File: src/core/gpio_pkg.sv
package gpio_pkg;

    // ==========================================
    // special function space
    localparam int ADDR_W = 6;
    localparam int DATA_W = 8;
    localparam logic [5:0] SPACE_FIRST = 6'h00;
    localparam logic [5:0] SPACE_LAST = 6'h3f;

    // ==========================================
    // register offsets
    localparam logic [5:0] OFS_P0_LATCH = 6'h00;
    localparam logic [5:0] OFS_P1_LATCH = 6'h01;
    localparam logic [5:0] OFS_P1_DIR = 6'h09;
    localparam logic [5:0] OFS_P0_TYPE = 6'h0b;
    localparam logic [5:0] OFS_P0_PIN = 6'h0c;
    localparam logic [5:0] OFS_EXT_INT_CTRL = 6'h37;

    // ==========================================
    // field positions
    localparam int POS_INT_PIN_SEL = 6;
    localparam int POS_P1_INT0_PIN = 0;
    localparam int POS_P1_INT1_PIN = 1;

    // ==========================================
    // widths and reset values
    localparam int P0_W = 8;
    localparam int P1_W = 5;
    localparam logic [7:0] RST_P0_LATCH = 8'hff;
    localparam logic [7:0] RST_P0_TYPE = 8'h00;
    localparam logic [4:0] RST_P1_LATCH = 5'h00;
    localparam logic [4:0] RST_P1_DIR = 5'h00;
    localparam logic RST_INT_PIN_SEL = 1'b0;
    localparam logic [7:0] READ_ZERO = 8'h00;

    // ==========================================
    // instruction access states
    typedef enum logic [1:0] {
        ST_IDLE = 2'b00,
        ST_FIRST = 2'b01,
        ST_SECOND = 2'b11
    } access_state_e;

    // ==========================================
    // cpu access request
    typedef struct packed {
        logic rd;
        logic wr;
        logic [5:0] addr;
        logic [7:0] wdata;
    } space_req_s;

endpackage

File: src/core/gpio_p0_p1.sv
`timescale 1ns/1ps
// Summary of operation
// - registers decoded inside the 0x00 to 0x3f special function space.
// - every output bit has a latch holding last written value.
// - pins sampled in first state of the read cycle.
// - driven pin values change in second state of the write cycle.
// - reset sets port 0 latch to all ones, output type to zero.
// - port 0 output type picks open-drain or push-pull per bit.
// - port 0 data read gives latch, pin register read gives pins.
// - port 1 five bits, per-bit direction, direction clears on reset.
// - port 1 output latch clears to zero on reset.
// - port 1 bit one edges flag interrupt even while output.
// - port 1 bit zero is io or interrupt input, io after reset.
// - select bit one means interrupt input; pin then kept as input.
module gpio_p0_p1 (
    input wire logic clk,
    input wire logic rstn,
    input wire logic ce,
    input wire gpio_pkg::space_req_s req,
    output logic req_ready,
    output logic req_done,
    output logic [7:0] rdata,
    input wire logic [7:0] p0_in,
    output logic [7:0] p0_out,
    output logic [7:0] p0_oe,
    input wire logic [4:0] p1_in,
    output logic [4:0] p1_out,
    output logic [4:0] p1_oe,
    output logic int0_fall,
    output logic int1_edge
);

    // ==========================================
    // decode helpers
    function automatic logic in_space(input logic [5:0] a);
        in_space = (a >= gpio_pkg::SPACE_FIRST) && (a <= gpio_pkg::SPACE_LAST);
    endfunction

    function automatic logic hit(input logic [5:0] a, input logic [5:0] ofs);
        hit = in_space(a) && (a == ofs);
    endfunction

    // ==========================================
    // access sequencer
    gpio_pkg::access_state_e state_ff, nxt_state;
    gpio_pkg::space_req_s req_ff, nxt_req;
    logic take;

    always_comb begin
        take = ce && (state_ff == gpio_pkg::ST_IDLE) && (req.rd || req.wr);
        nxt_state = state_ff;
        nxt_req = req_ff;
        if (ce) begin
            case (state_ff)
                gpio_pkg::ST_IDLE: begin
                    if (take) begin
                        nxt_state = gpio_pkg::ST_FIRST;
                        nxt_req = req;
                    end
                end
                gpio_pkg::ST_FIRST: begin
                    nxt_state = gpio_pkg::ST_SECOND;
                end
                gpio_pkg::ST_SECOND: begin
                    nxt_state = gpio_pkg::ST_IDLE;
                end
                default: begin
                    nxt_state = gpio_pkg::ST_IDLE;
                end
            endcase
        end
    end

    always_ff @(posedge clk or negedge rstn) begin
        if (!rstn) begin
            state_ff <= gpio_pkg::ST_IDLE;
            req_ff <= '0;
        end else begin
            state_ff <= nxt_state;
            req_ff <= nxt_req;
        end
    end

    assign req_ready = ce && (state_ff == gpio_pkg::ST_IDLE);
    assign req_done = ce && (state_ff == gpio_pkg::ST_SECOND);

    // ==========================================
    // register file
    logic [7:0] p0_latch_ff, nxt_p0_latch;
    logic [7:0] p0_type_ff, nxt_p0_type;
    logic [4:0] p1_latch_ff, nxt_p1_latch;
    logic [4:0] p1_dir_ff, nxt_p1_dir;
    logic int_sel_ff, nxt_int_sel;
    logic wr_now;

    always_comb begin
        wr_now = ce && (state_ff == gpio_pkg::ST_SECOND) && req_ff.wr;
        nxt_p0_latch = p0_latch_ff;
        nxt_p0_type = p0_type_ff;
        nxt_p1_latch = p1_latch_ff;
        nxt_p1_dir = p1_dir_ff;
        nxt_int_sel = int_sel_ff;
        if (wr_now) begin
            if (hit(req_ff.addr, gpio_pkg::OFS_P0_LATCH)) begin
                nxt_p0_latch = req_ff.wdata;
            end
            if (hit(req_ff.addr, gpio_pkg::OFS_P0_TYPE)) begin
                nxt_p0_type = req_ff.wdata;
            end
            if (hit(req_ff.addr, gpio_pkg::OFS_P1_LATCH)) begin
                nxt_p1_latch = req_ff.wdata[4:0];
            end
            if (hit(req_ff.addr, gpio_pkg::OFS_P1_DIR)) begin
                nxt_p1_dir = req_ff.wdata[4:0];
            end
            if (hit(req_ff.addr, gpio_pkg::OFS_EXT_INT_CTRL)) begin
                nxt_int_sel = req_ff.wdata[gpio_pkg::POS_INT_PIN_SEL];
            end
        end
    end

    always_ff @(posedge clk or negedge rstn) begin
        if (!rstn) begin
            p0_latch_ff <= gpio_pkg::RST_P0_LATCH;
            p0_type_ff <= gpio_pkg::RST_P0_TYPE;
            p1_latch_ff <= gpio_pkg::RST_P1_LATCH;
            p1_dir_ff <= gpio_pkg::RST_P1_DIR;
            int_sel_ff <= gpio_pkg::RST_INT_PIN_SEL;
        end else begin
            p0_latch_ff <= nxt_p0_latch;
            p0_type_ff <= nxt_p0_type;
            p1_latch_ff <= nxt_p1_latch;
            p1_dir_ff <= nxt_p1_dir;
            int_sel_ff <= nxt_int_sel;
        end
    end

    // ==========================================
    // read path
    logic [7:0] rdata_ff, nxt_rdata;
    logic [7:0] rd_mux;

    always_comb begin
        rd_mux = gpio_pkg::READ_ZERO;
        if (hit(req_ff.addr, gpio_pkg::OFS_P0_LATCH)) begin
            rd_mux = p0_latch_ff;
        end else if (hit(req_ff.addr, gpio_pkg::OFS_P0_PIN)) begin
            rd_mux = p0_in;
        end else if (hit(req_ff.addr, gpio_pkg::OFS_P0_TYPE)) begin
            rd_mux = p0_type_ff;
        end else if (hit(req_ff.addr, gpio_pkg::OFS_P1_LATCH)) begin
            rd_mux = {3'h0, p1_latch_ff};
        end else if (hit(req_ff.addr, gpio_pkg::OFS_P1_DIR)) begin
            rd_mux = {3'h0, p1_dir_ff};
        end else if (hit(req_ff.addr, gpio_pkg::OFS_EXT_INT_CTRL)) begin
            rd_mux = {1'b0, int_sel_ff, 6'h00};
        end
        nxt_rdata = rdata_ff;
        if (ce && (state_ff == gpio_pkg::ST_FIRST) && req_ff.rd) begin
            nxt_rdata = rd_mux;
        end
    end

    always_ff @(posedge clk or negedge rstn) begin
        if (!rstn) begin
            rdata_ff <= gpio_pkg::READ_ZERO;
        end else begin
            rdata_ff <= nxt_rdata;
        end
    end

    assign rdata = rdata_ff;

    // ==========================================
    // pin drivers
    // open-drain or push-pull
    assign p0_out = p0_latch_ff;
    assign p0_oe = p0_type_ff | ~p0_latch_ff;

    assign p1_out = p1_latch_ff;
    assign p1_oe = p1_dir_ff & ~{4'h0, int_sel_ff};

    // ==========================================
    // external interrupt edge detect
    logic [1:0] p1_prev_ff, nxt_p1_prev;
    logic primed_ff, nxt_primed;
    logic int0_ff, nxt_int0;
    logic int1_ff, nxt_int1;

    always_comb begin
        nxt_p1_prev = p1_prev_ff;
        nxt_primed = primed_ff;
        nxt_int0 = int0_ff;
        nxt_int1 = int1_ff;
        if (ce) begin
            // first enabled edge only loads history, no false edge
            nxt_primed = 1'b1;
            nxt_p1_prev = p1_in[1:0];
            nxt_int0 = primed_ff && int_sel_ff && p1_prev_ff[gpio_pkg::POS_P1_INT0_PIN]
                && !p1_in[gpio_pkg::POS_P1_INT0_PIN];
            nxt_int1 = primed_ff && (p1_prev_ff[gpio_pkg::POS_P1_INT1_PIN]
                ^ p1_in[gpio_pkg::POS_P1_INT1_PIN]);
        end
    end

    always_ff @(posedge clk or negedge rstn) begin
        if (!rstn) begin
            p1_prev_ff <= 2'h0;
            primed_ff <= 1'b0;
            int0_ff <= 1'b0;
            int1_ff <= 1'b0;
        end else begin
            p1_prev_ff <= nxt_p1_prev;
            primed_ff <= nxt_primed;
            int0_ff <= nxt_int0;
            int1_ff <= nxt_int1;
        end
    end

    assign int0_fall = int0_ff;
    assign int1_edge = int1_ff;

    // ==========================================
    // assertions
    AST_DECODE_UNMAPPED: assert property (
        @(posedge clk) disable iff (!rstn)
        (wr_now && (req_ff.addr == 6'h02))
        |=> ($stable(p0_latch_ff) && $stable(p1_latch_ff) && $stable(p1_dir_ff)))
    else $error("write to unmapped address changed a register");

    AST_LATCH_HOLDS: assert property (
        @(posedge clk) disable iff (!rstn)
        !(wr_now && (req_ff.addr == gpio_pkg::OFS_P0_LATCH)) |=> $stable(p0_latch_ff))
    else $error("port 0 latch changed without a write");

    AST_READ_FIRST_STATE: assert property (
        @(posedge clk) disable iff (!rstn)
        (ce && (state_ff == gpio_pkg::ST_FIRST) && req_ff.rd
            && (req_ff.addr == gpio_pkg::OFS_P0_PIN))
        |=> (rdata == $past(p0_in)))
    else $error("pin level not sampled in first state");

    AST_WRITE_SECOND_STATE: assert property (
        @(posedge clk) disable iff (!rstn)
        (take && req.wr && (req.addr == gpio_pkg::OFS_P1_LATCH)) ##1 ce ##1 ce
        |-> ($stable(p1_out) ##1 (p1_out == $past(req_ff.wdata[4:0]))))
    else $error("port 1 output not updated in second state");

    AST_RESET_P0: assert property (
        @(posedge clk) !rstn |-> ((p0_out == 8'hff) && (p0_oe == 8'h00)))
    else $error("port 0 reset values wrong");

    AST_OPEN_DRAIN_HIGH: assert property (
        @(posedge clk) disable iff (!rstn)
        (wr_now && (req_ff.addr == gpio_pkg::OFS_P0_TYPE) && (req_ff.wdata[0] == 1'b0)
            && p0_latch_ff[0])
        |=> !p0_oe[0])
    else $error("open-drain bit drove a high level");

    AST_PIN_VS_LATCH: assert property (
        @(posedge clk) disable iff (!rstn)
        (ce && (state_ff == gpio_pkg::ST_FIRST) && req_ff.rd
            && (req_ff.addr == gpio_pkg::OFS_P0_LATCH))
        |=> (rdata == $past(p0_latch_ff)))
    else $error("port 0 data read did not return latch");

    AST_RESET_P1_DIR: assert property (
        @(posedge clk) !rstn |-> (p1_oe == 5'h00))
    else $error("port 1 not all inputs in reset");

    AST_RESET_P1_LATCH: assert property (
        @(posedge clk) !rstn |-> (p1_out == 5'h00))
    else $error("port 1 latch not cleared in reset");

    AST_INT1_AS_OUTPUT: assert property (
        @(posedge clk) disable iff (!rstn)
        (ce && p1_oe[1] && (p1_in[1] != p1_prev_ff[1])) |=> int1_edge)
    else $error("edge on output pin not flagged");

    AST_INT0_SELECT: assert property (
        @(posedge clk) disable iff (!rstn)
        (ce && !int_sel_ff) |=> !int0_fall)
    else $error("interrupt flagged while pin is plain io");

    AST_INT0_INPUT: assert property (
        @(posedge clk) disable iff (!rstn)
        int_sel_ff |-> !p1_oe[0])
    else $error("interrupt pin driven as output");

    AST_P1_DRIVE: assert property (
        @(posedge clk) disable iff (!rstn)
        (wr_now && (req_ff.addr == gpio_pkg::OFS_P1_DIR) && req_ff.wdata[3])
        |=> (p1_oe[3] && (p1_out[3] == p1_latch_ff[3])))
    else $error("direction one did not enable driver");

endmodule

File: config.mk
export PLATFORM = sky130hd
export DESIGN_NAME = gpio_p0_p1
export DESIGN_NICKNAME = d
export VERILOG_FILES = /design/src/core/gpio_pkg.sv /design/src/core/gpio_p0_p1.sv
export SDC_FILE = /design/constraint.sdc
export NUM_CORES = 1
export LEC_CHECK = 0
export BUFFER_PORTS_ARGS = -buffer_cell sky130_fd_sc_hd__buf_2
export CORE_AREA = 4 4 88 90
export CTS_CLUSTER_DIAMETER = 40
export DETAILED_ROUTE_END_ITERATION = 7
export DIE_AREA = 0 0 92 94
export MAX_ROUTING_LAYER = met4
export PLACE_DENSITY_LB_ADDON = 0.15
export SLEW_MARGIN = 30
export SYNTH_ARGS = -nofsm -noshare
export SYNTH_HDL_FRONTEND = slang
export SYNTH_SLANG_ARGS = --single-unit
File: constraint.sdc
create_clock -name clk -period 2 [get_ports clk]
set_input_delay 0.1 -clock clk [delete_from_list [all_inputs] [get_ports clk]]
set_output_delay 0.1 -clock clk [all_outputs]
set_load 0.02 [all_outputs]
## After elaboration in Yosys (flattened, before gate mapping)

Cells that the tools add are included.

| storage, ports and cells | value |
|---|---|
| word-level logic and storage cells | 66 |
| register bits | 58 |

| operators by class | value |
|---|---|
| mux-type cells | 8 |
| reduce and logical (&&, ||, !) cells | 28 |
| $lt $le $gt $ge | 2 |
| eq/ne operators | 8 |
| bitwise gates (word level) | 5 |

Operators by type and width:

| operator | count |
|---|---|
| $mux W8 | 3 |
| $mux W7 | 3 |
| $eq A6 B4 Y1 const B | 3 |
| $logic_and A1 B1 Y1 | 17 |
| $reduce_and A2 Y1 | 6 |
| $not A8 Y8 | 1 |
| $or A8 B8 Y8 | 1 |
| $eq A6 B1 Y1 const B | 1 |
| $eq A6 B6 Y1 const B | 1 |
| $ge A6 B1 Y1 const B | 1 |
| $le A6 B6 Y1 const B | 1 |
| $logic_not A6 Y1 | 1 |
| $and A5 B5 Y5 | 1 |
| $not A1 Y5 | 1 |
| $pmux W2 S2 | 1 |
| $reduce_and A3 Y1 | 1 |
| $eq A2 B1 Y1 const B | 1 |
| $eq A2 B2 Y1 const B | 1 |
| $logic_not A2 Y1 | 1 |
| $mux W2 | 1 |
| $ne A2 B2 Y1 const B | 1 |
| $logic_not A1 Y1 | 1 |
| $logic_or A1 B1 Y1 | 1 |
| $xor A1 B1 Y1 | 1 |

## Depth between registers and ports, before layout

| logic depth | value |
|---|---|
| word-level depth | 9 |
| gate-level depth with buffers | 6 |
| depth with buffers taken out | 4 |

## Worst setup path after synthesis

OpenSTA, ideal clock, no wires.

| path | value |
|---|---|
| path kind | register to register |
| start point | reg state_ff[1] |
| end point | reg req_ff[10] (netlist name) |
| data arrival time | 1,940 ps |
| cell stages (with the launch flop) | 5 |
| data required time | 1,875 ps |
| path slack | -65 ps |
| path buffers | 1 |
| library setup time | 125 ps |
| path through | dfrtp_1 nor3b_1 o21a_1 buf_6 mux2_2 |

| on the way | value |
|---|---|
| word-level cells in the longest chain between the ends | 4 |

Ends and longest elaborated chain:

| item | RTL line | source |
|---|---|---|
| start: declaration | gpio_p0_p1.sv:45 | `gpio_pkg::access_state_e state_ff, nxt_state;` |
| start signal: assignment | gpio_p0_p1.sv:76 | `state_ff <= gpio_pkg::ST_IDLE;` |
| start signal: assignment | gpio_p0_p1.sv:79 | `state_ff <= nxt_state;` |
| $logic_not A2 Y1 | -- |  |
| $logic_and A1 B1 Y1 | -- |  |
| net req_ready | gpio_p0_p1.sv:20 | `output logic req_ready,` |
| $logic_and A1 B1 Y1 | gpio_p0_p1.sv:50 | `take = ce && (state_ff == gpio_pkg::ST_IDLE) && (req.rd \|\| req.wr);` |
| $reduce_and A3 Y1 (no line) | -- |  |
| end signal: assignment | gpio_p0_p1.sv:80 | `req_ff <= nxt_req;` |
| end: declaration | gpio_p0_p1.sv:46 | `gpio_pkg::space_req_s req_ff, nxt_req;` |

The timed path passes the listed nets, and every way through them passes these cells.
A chain may end at the register's enable or synchronous reset.

## Worst setup path in the final report

| path | value |
|---|---|
| start point | reg req_ff[10] (netlist name) |
| end point | reg p0_latch_ff[2] (netlist: p0_out[2]) |

| on the way | value |
|---|---|
| word-level cells in the longest chain between the ends | 4 |
| elaborated cells on any way between the ends | 6 |

Ends and longest elaborated chain:

| item | RTL line | source |
|---|---|---|
| $ge A6 B1 Y1 / $le A6 B6 Y1 (equally long branches) | gpio_p0_p1.sv:36 | `in_space = (a >= gpio_pkg::SPACE_FIRST) && (a <= gpio_pkg::SPACE_LAST);` |
| $logic_and A1 B1 Y1 | gpio_p0_p1.sv:36 |  |
| $logic_and A1 B1 Y1 * | gpio_p0_p1.sv:40 | `hit = in_space(a) && (a == ofs);` |
| $reduce_and A2 Y1 (no line) * | -- |  |
| end signal: assignment | gpio_p0_p1.sv:124 | `p0_latch_ff <= gpio_pkg::RST_P0_LATCH;` |
| end signal: assignment | gpio_p0_p1.sv:130 | `p0_latch_ff <= nxt_p0_latch;` |
| end: declaration | gpio_p0_p1.sv:89 | `logic [7:0] p0_latch_ff, nxt_p0_latch;` |

Mark *: on every way between the ends. The rest lies on a longest branch, timed or not.

==> results.md <==
- Setup TNS Final: 0 ps
- Fin crit period: 1760 ps
- Post-synthesis net count: 252
- Top post-synthesis cells by area: dfrtp_1 46%, mux2_2 17%, dfstp_2 7.8%
- Die H: 94 um
- Core footprint: 0.00706 mm2
- Num rows: 31
- Hold_buf cts: 16
- Leakage: 1.69 nW
- Buf+Inv Stages, Crit Path: 1
- Yosys cell types: 38
- Vias per inst: 4.98
- Main synth FF type: dfrtp_1
- TritonCTS buffer count: 9
- Biggest area consumer among synthesized cells: dfrtp_1
- Initial DRC count: 48
- Antenna violations before repair: 0
- CTS tree: built
- Power per Cell Area: 1230 mW/mm2
- Setup Buffers After CTS: 0
- Pre-Repair DR Iteration Count: 4
- FMAX: 568 MHz
- Top Family by Delay on Critical Path: simple AND/OR/NAND/NOR gates
- Max stage delay on crit path: 450 ps
- R2R Setup Slk: 240 ps
- Syn-to-layout area delta: 32.1%
- Total Routing Usage GR: 0.166
- Worst Slack Setup Final: 240 ps
- Critical path type: reg2reg
- Mapped cell area: 0.00271 mm2
- VDD IR max: 0.000520 V
- Worst-Margin Slew: 499 ps
- Slowest cell on the critical path: or3_4
- Max Cap Viol: 0
- FF+latch area: 0.00146 mm2
- CTS clk-pin slew, worst paths: 70 ps
- Die X-Extent: 92 um
- Initial Util: 0.384
- Post-synth EDFFs: 0
- Startpoint Class: flip-flop
- Fin. Hold Viols: 0
- Reg-to-reg critical path startpoint: req_ff[10]$_DFFE_PN0P_
- Share of cells above drive strength 1: 0.494
- Cell count after synthesis: 220
- Number of antenna diodes: 0
- RSZ-0062 raised after global routing: no
- Post-synth top cells: 50 x dfrtp_1, 42 x mux2_2, 16 x nand2_1, 13 x o21ai_0
- Aggregate global routing overflow: 0
- Status: finished clean
- Relative slew slack: 0.668
- Final ANT Viol Nets: 0
- CP cell instances: or3_4 > nor4_4 > and2_1 > buf_4 > mux2_2
- Vias: 2,075
- Crit Reg-Reg Endpoint: p0_out[2]$_DFFE_PN1P_
- CTS sink cnt: 58
- Most common cell in the netlist: dfrtp_1
- CTS Root Cell: clkbuf_8
- CTS max path bufs: 2
- Post_cts resized: 0
- First-pass GRT wire length: 10,600 um
- Area occupied by multi-input gates: 0.00114 mm2
- Setup WS pre-CTS: 252 ps
- Net count, final: 345
- Worst Hold Path EP: p1_prev_ff[1]$_DFFE_PN0P_
- Drt drc: 0
- Worst r2r path cells: 5
- Syn avg cell area: 12.3 um2
- Worst EP required: 2260 ps
- Async SR Flop Fraction: 1.00
- Setup violations, final: 0
- CTS H-tree lvls: 3
- I/O Pins: 70
- CP max FO: 5
- Routed wire per std cell: 15.9 um
- Die footprint: 0.00865 mm2
- Endpoint class of the critical path: flip-flop
- Clock Skews: 9.93 ps
- Seq/Total Area, Yosys: 0.539
- Largest net degree at the start of global routing: 39
- Vias in the first global route: 2,058
- Number of fill cells: 692
- RD Place Congestion: 0.765
- Final period utilization: 0.880
- Clk_lat worst skew: 340 ps
- Fin. max-slew vios: 0
- Hold crit path type: in2reg
- Hold path depth: 2
- I/O Buffers: 66
- Total power: 4.39 mW
- Hold Startpoint: p1_in[1]
- Synth Register Bits: 58
- Synth warnings: 0
- Post-synth top area share: 0.462
- Hpwl dp: 4530 um
- Routed wire length: 6630 um
- Arrival @ worst endpoint: 2020 ps
routing by layer:
metal	share of wire	vias up	track usage
met1	0.48	1020	0.233
met3	0.050	12	0.0329
met5	0	-	-
li1	-	973	-
met4	0.021	0	0.0817
met2	0.44	70	0.228
power breakdown:
group	total (mW)	switching (mW)	leakage, nW	internal (mW)
sequential	1.91	0.373	0.723	1.54
clock	1.20	0.472	0.109	0.731
combinational	1.28	0.703	0.853	0.573
cell families after synthesis:
kind of cell,after synthesis,share of synthesized area
AO/OA/AOI/OAI,31,0.0711
XOR/XNOR,1,0.00323
buffers and inverters,21,0.0425
flip-flops,58,0.539
multiplexers,48,0.197
AND/OR/NAND/NOR,61,0.147
worst max-delay path by stage:
stage | depth (start not counted) | endpoint | slack [ps] | start
after CTS | 5 | p0_out[6]$_DFFE_PN1P_ | 230 | req_ff[10]$_DFFE_PN0P_
after global placement | 5 | p0_out[2]$_DFFE_PN1P_ | 260 | req_ff[10]$_DFFE_PN0P_
after floorplan | 5 | p0_out[0]$_DFFE_PN1P_ | 200 | req_ff[10]$_DFFE_PN0P_
after detailed placement | 4 | p1_dir_ff[3]$_DFFE_PN0P_ | 250 | req_ff[9]$_DFFE_PN0P_
final | 5 | p0_out[2]$_DFFE_PN1P_ | 240 | req_ff[10]$_DFFE_PN0P_
after global routing | 4 | rdata[5]$_DFFE_PN0P_ | 140 | req_ff[9]$_DFFE_PN0P_
placed cells by master, fill, tap and decap left out, types with 5 or more instances in the layout:
cell	Yosys	layout
mux2_2	42	42
nand4_1	5	5
buf_4	4	14
nand2b_1	8	8
mux2i_1	6	6
inv_1	6	6
o21ai_0	13	13
buf_2	5	66
dfstp_2	8	8
dfrtp_1	50	50
clkbuf_8	0	10
nand2_1	16	16
nand3_1	7	7
a21oi_1	7	7
dlygate4sd3_1	0	16
flip-flops by register name, summed over array words and instances (netlist names):
| register | cells |
|---|---|
| int0_fall | 1 |
| int1_edge | 1 |
| int_sel_ff | 1 |
| p0_out | 8 |
| p0_type_ff | 8 |
| p1_dir_ff | 5 |
| p1_out | 5 |
| p1_prev_ff | 2 |
| primed_ff | 1 |
| rdata | 8 |
| req_ff | 16 |
| state_ff | 2 |
cell type report:
class	count	share of cell area
sequential	58	0.408
multi-input combinational	141	0.318
timing repair buffer	97	0.172
clock buffer	11	0.0395
tap	99	0.0346
clock inverter	5	0.0217
inverter	6	0.00629
per-stage QoR:
stage,util,std cells,hold WS (ps),instance area [um2]
3_5_place_dp,0.454,385,95.8,3200
2_1_floorplan,-,220,-196,2720
3_3_place_gp,0.454,385,103,3200
4_1_cts,0.507,417,1.88,3580
6_report,0.507,417,17.1,3580
5_1_grt,0.507,417,16.9,3580
No activity file was read; power rests on OpenSTA's default activity.
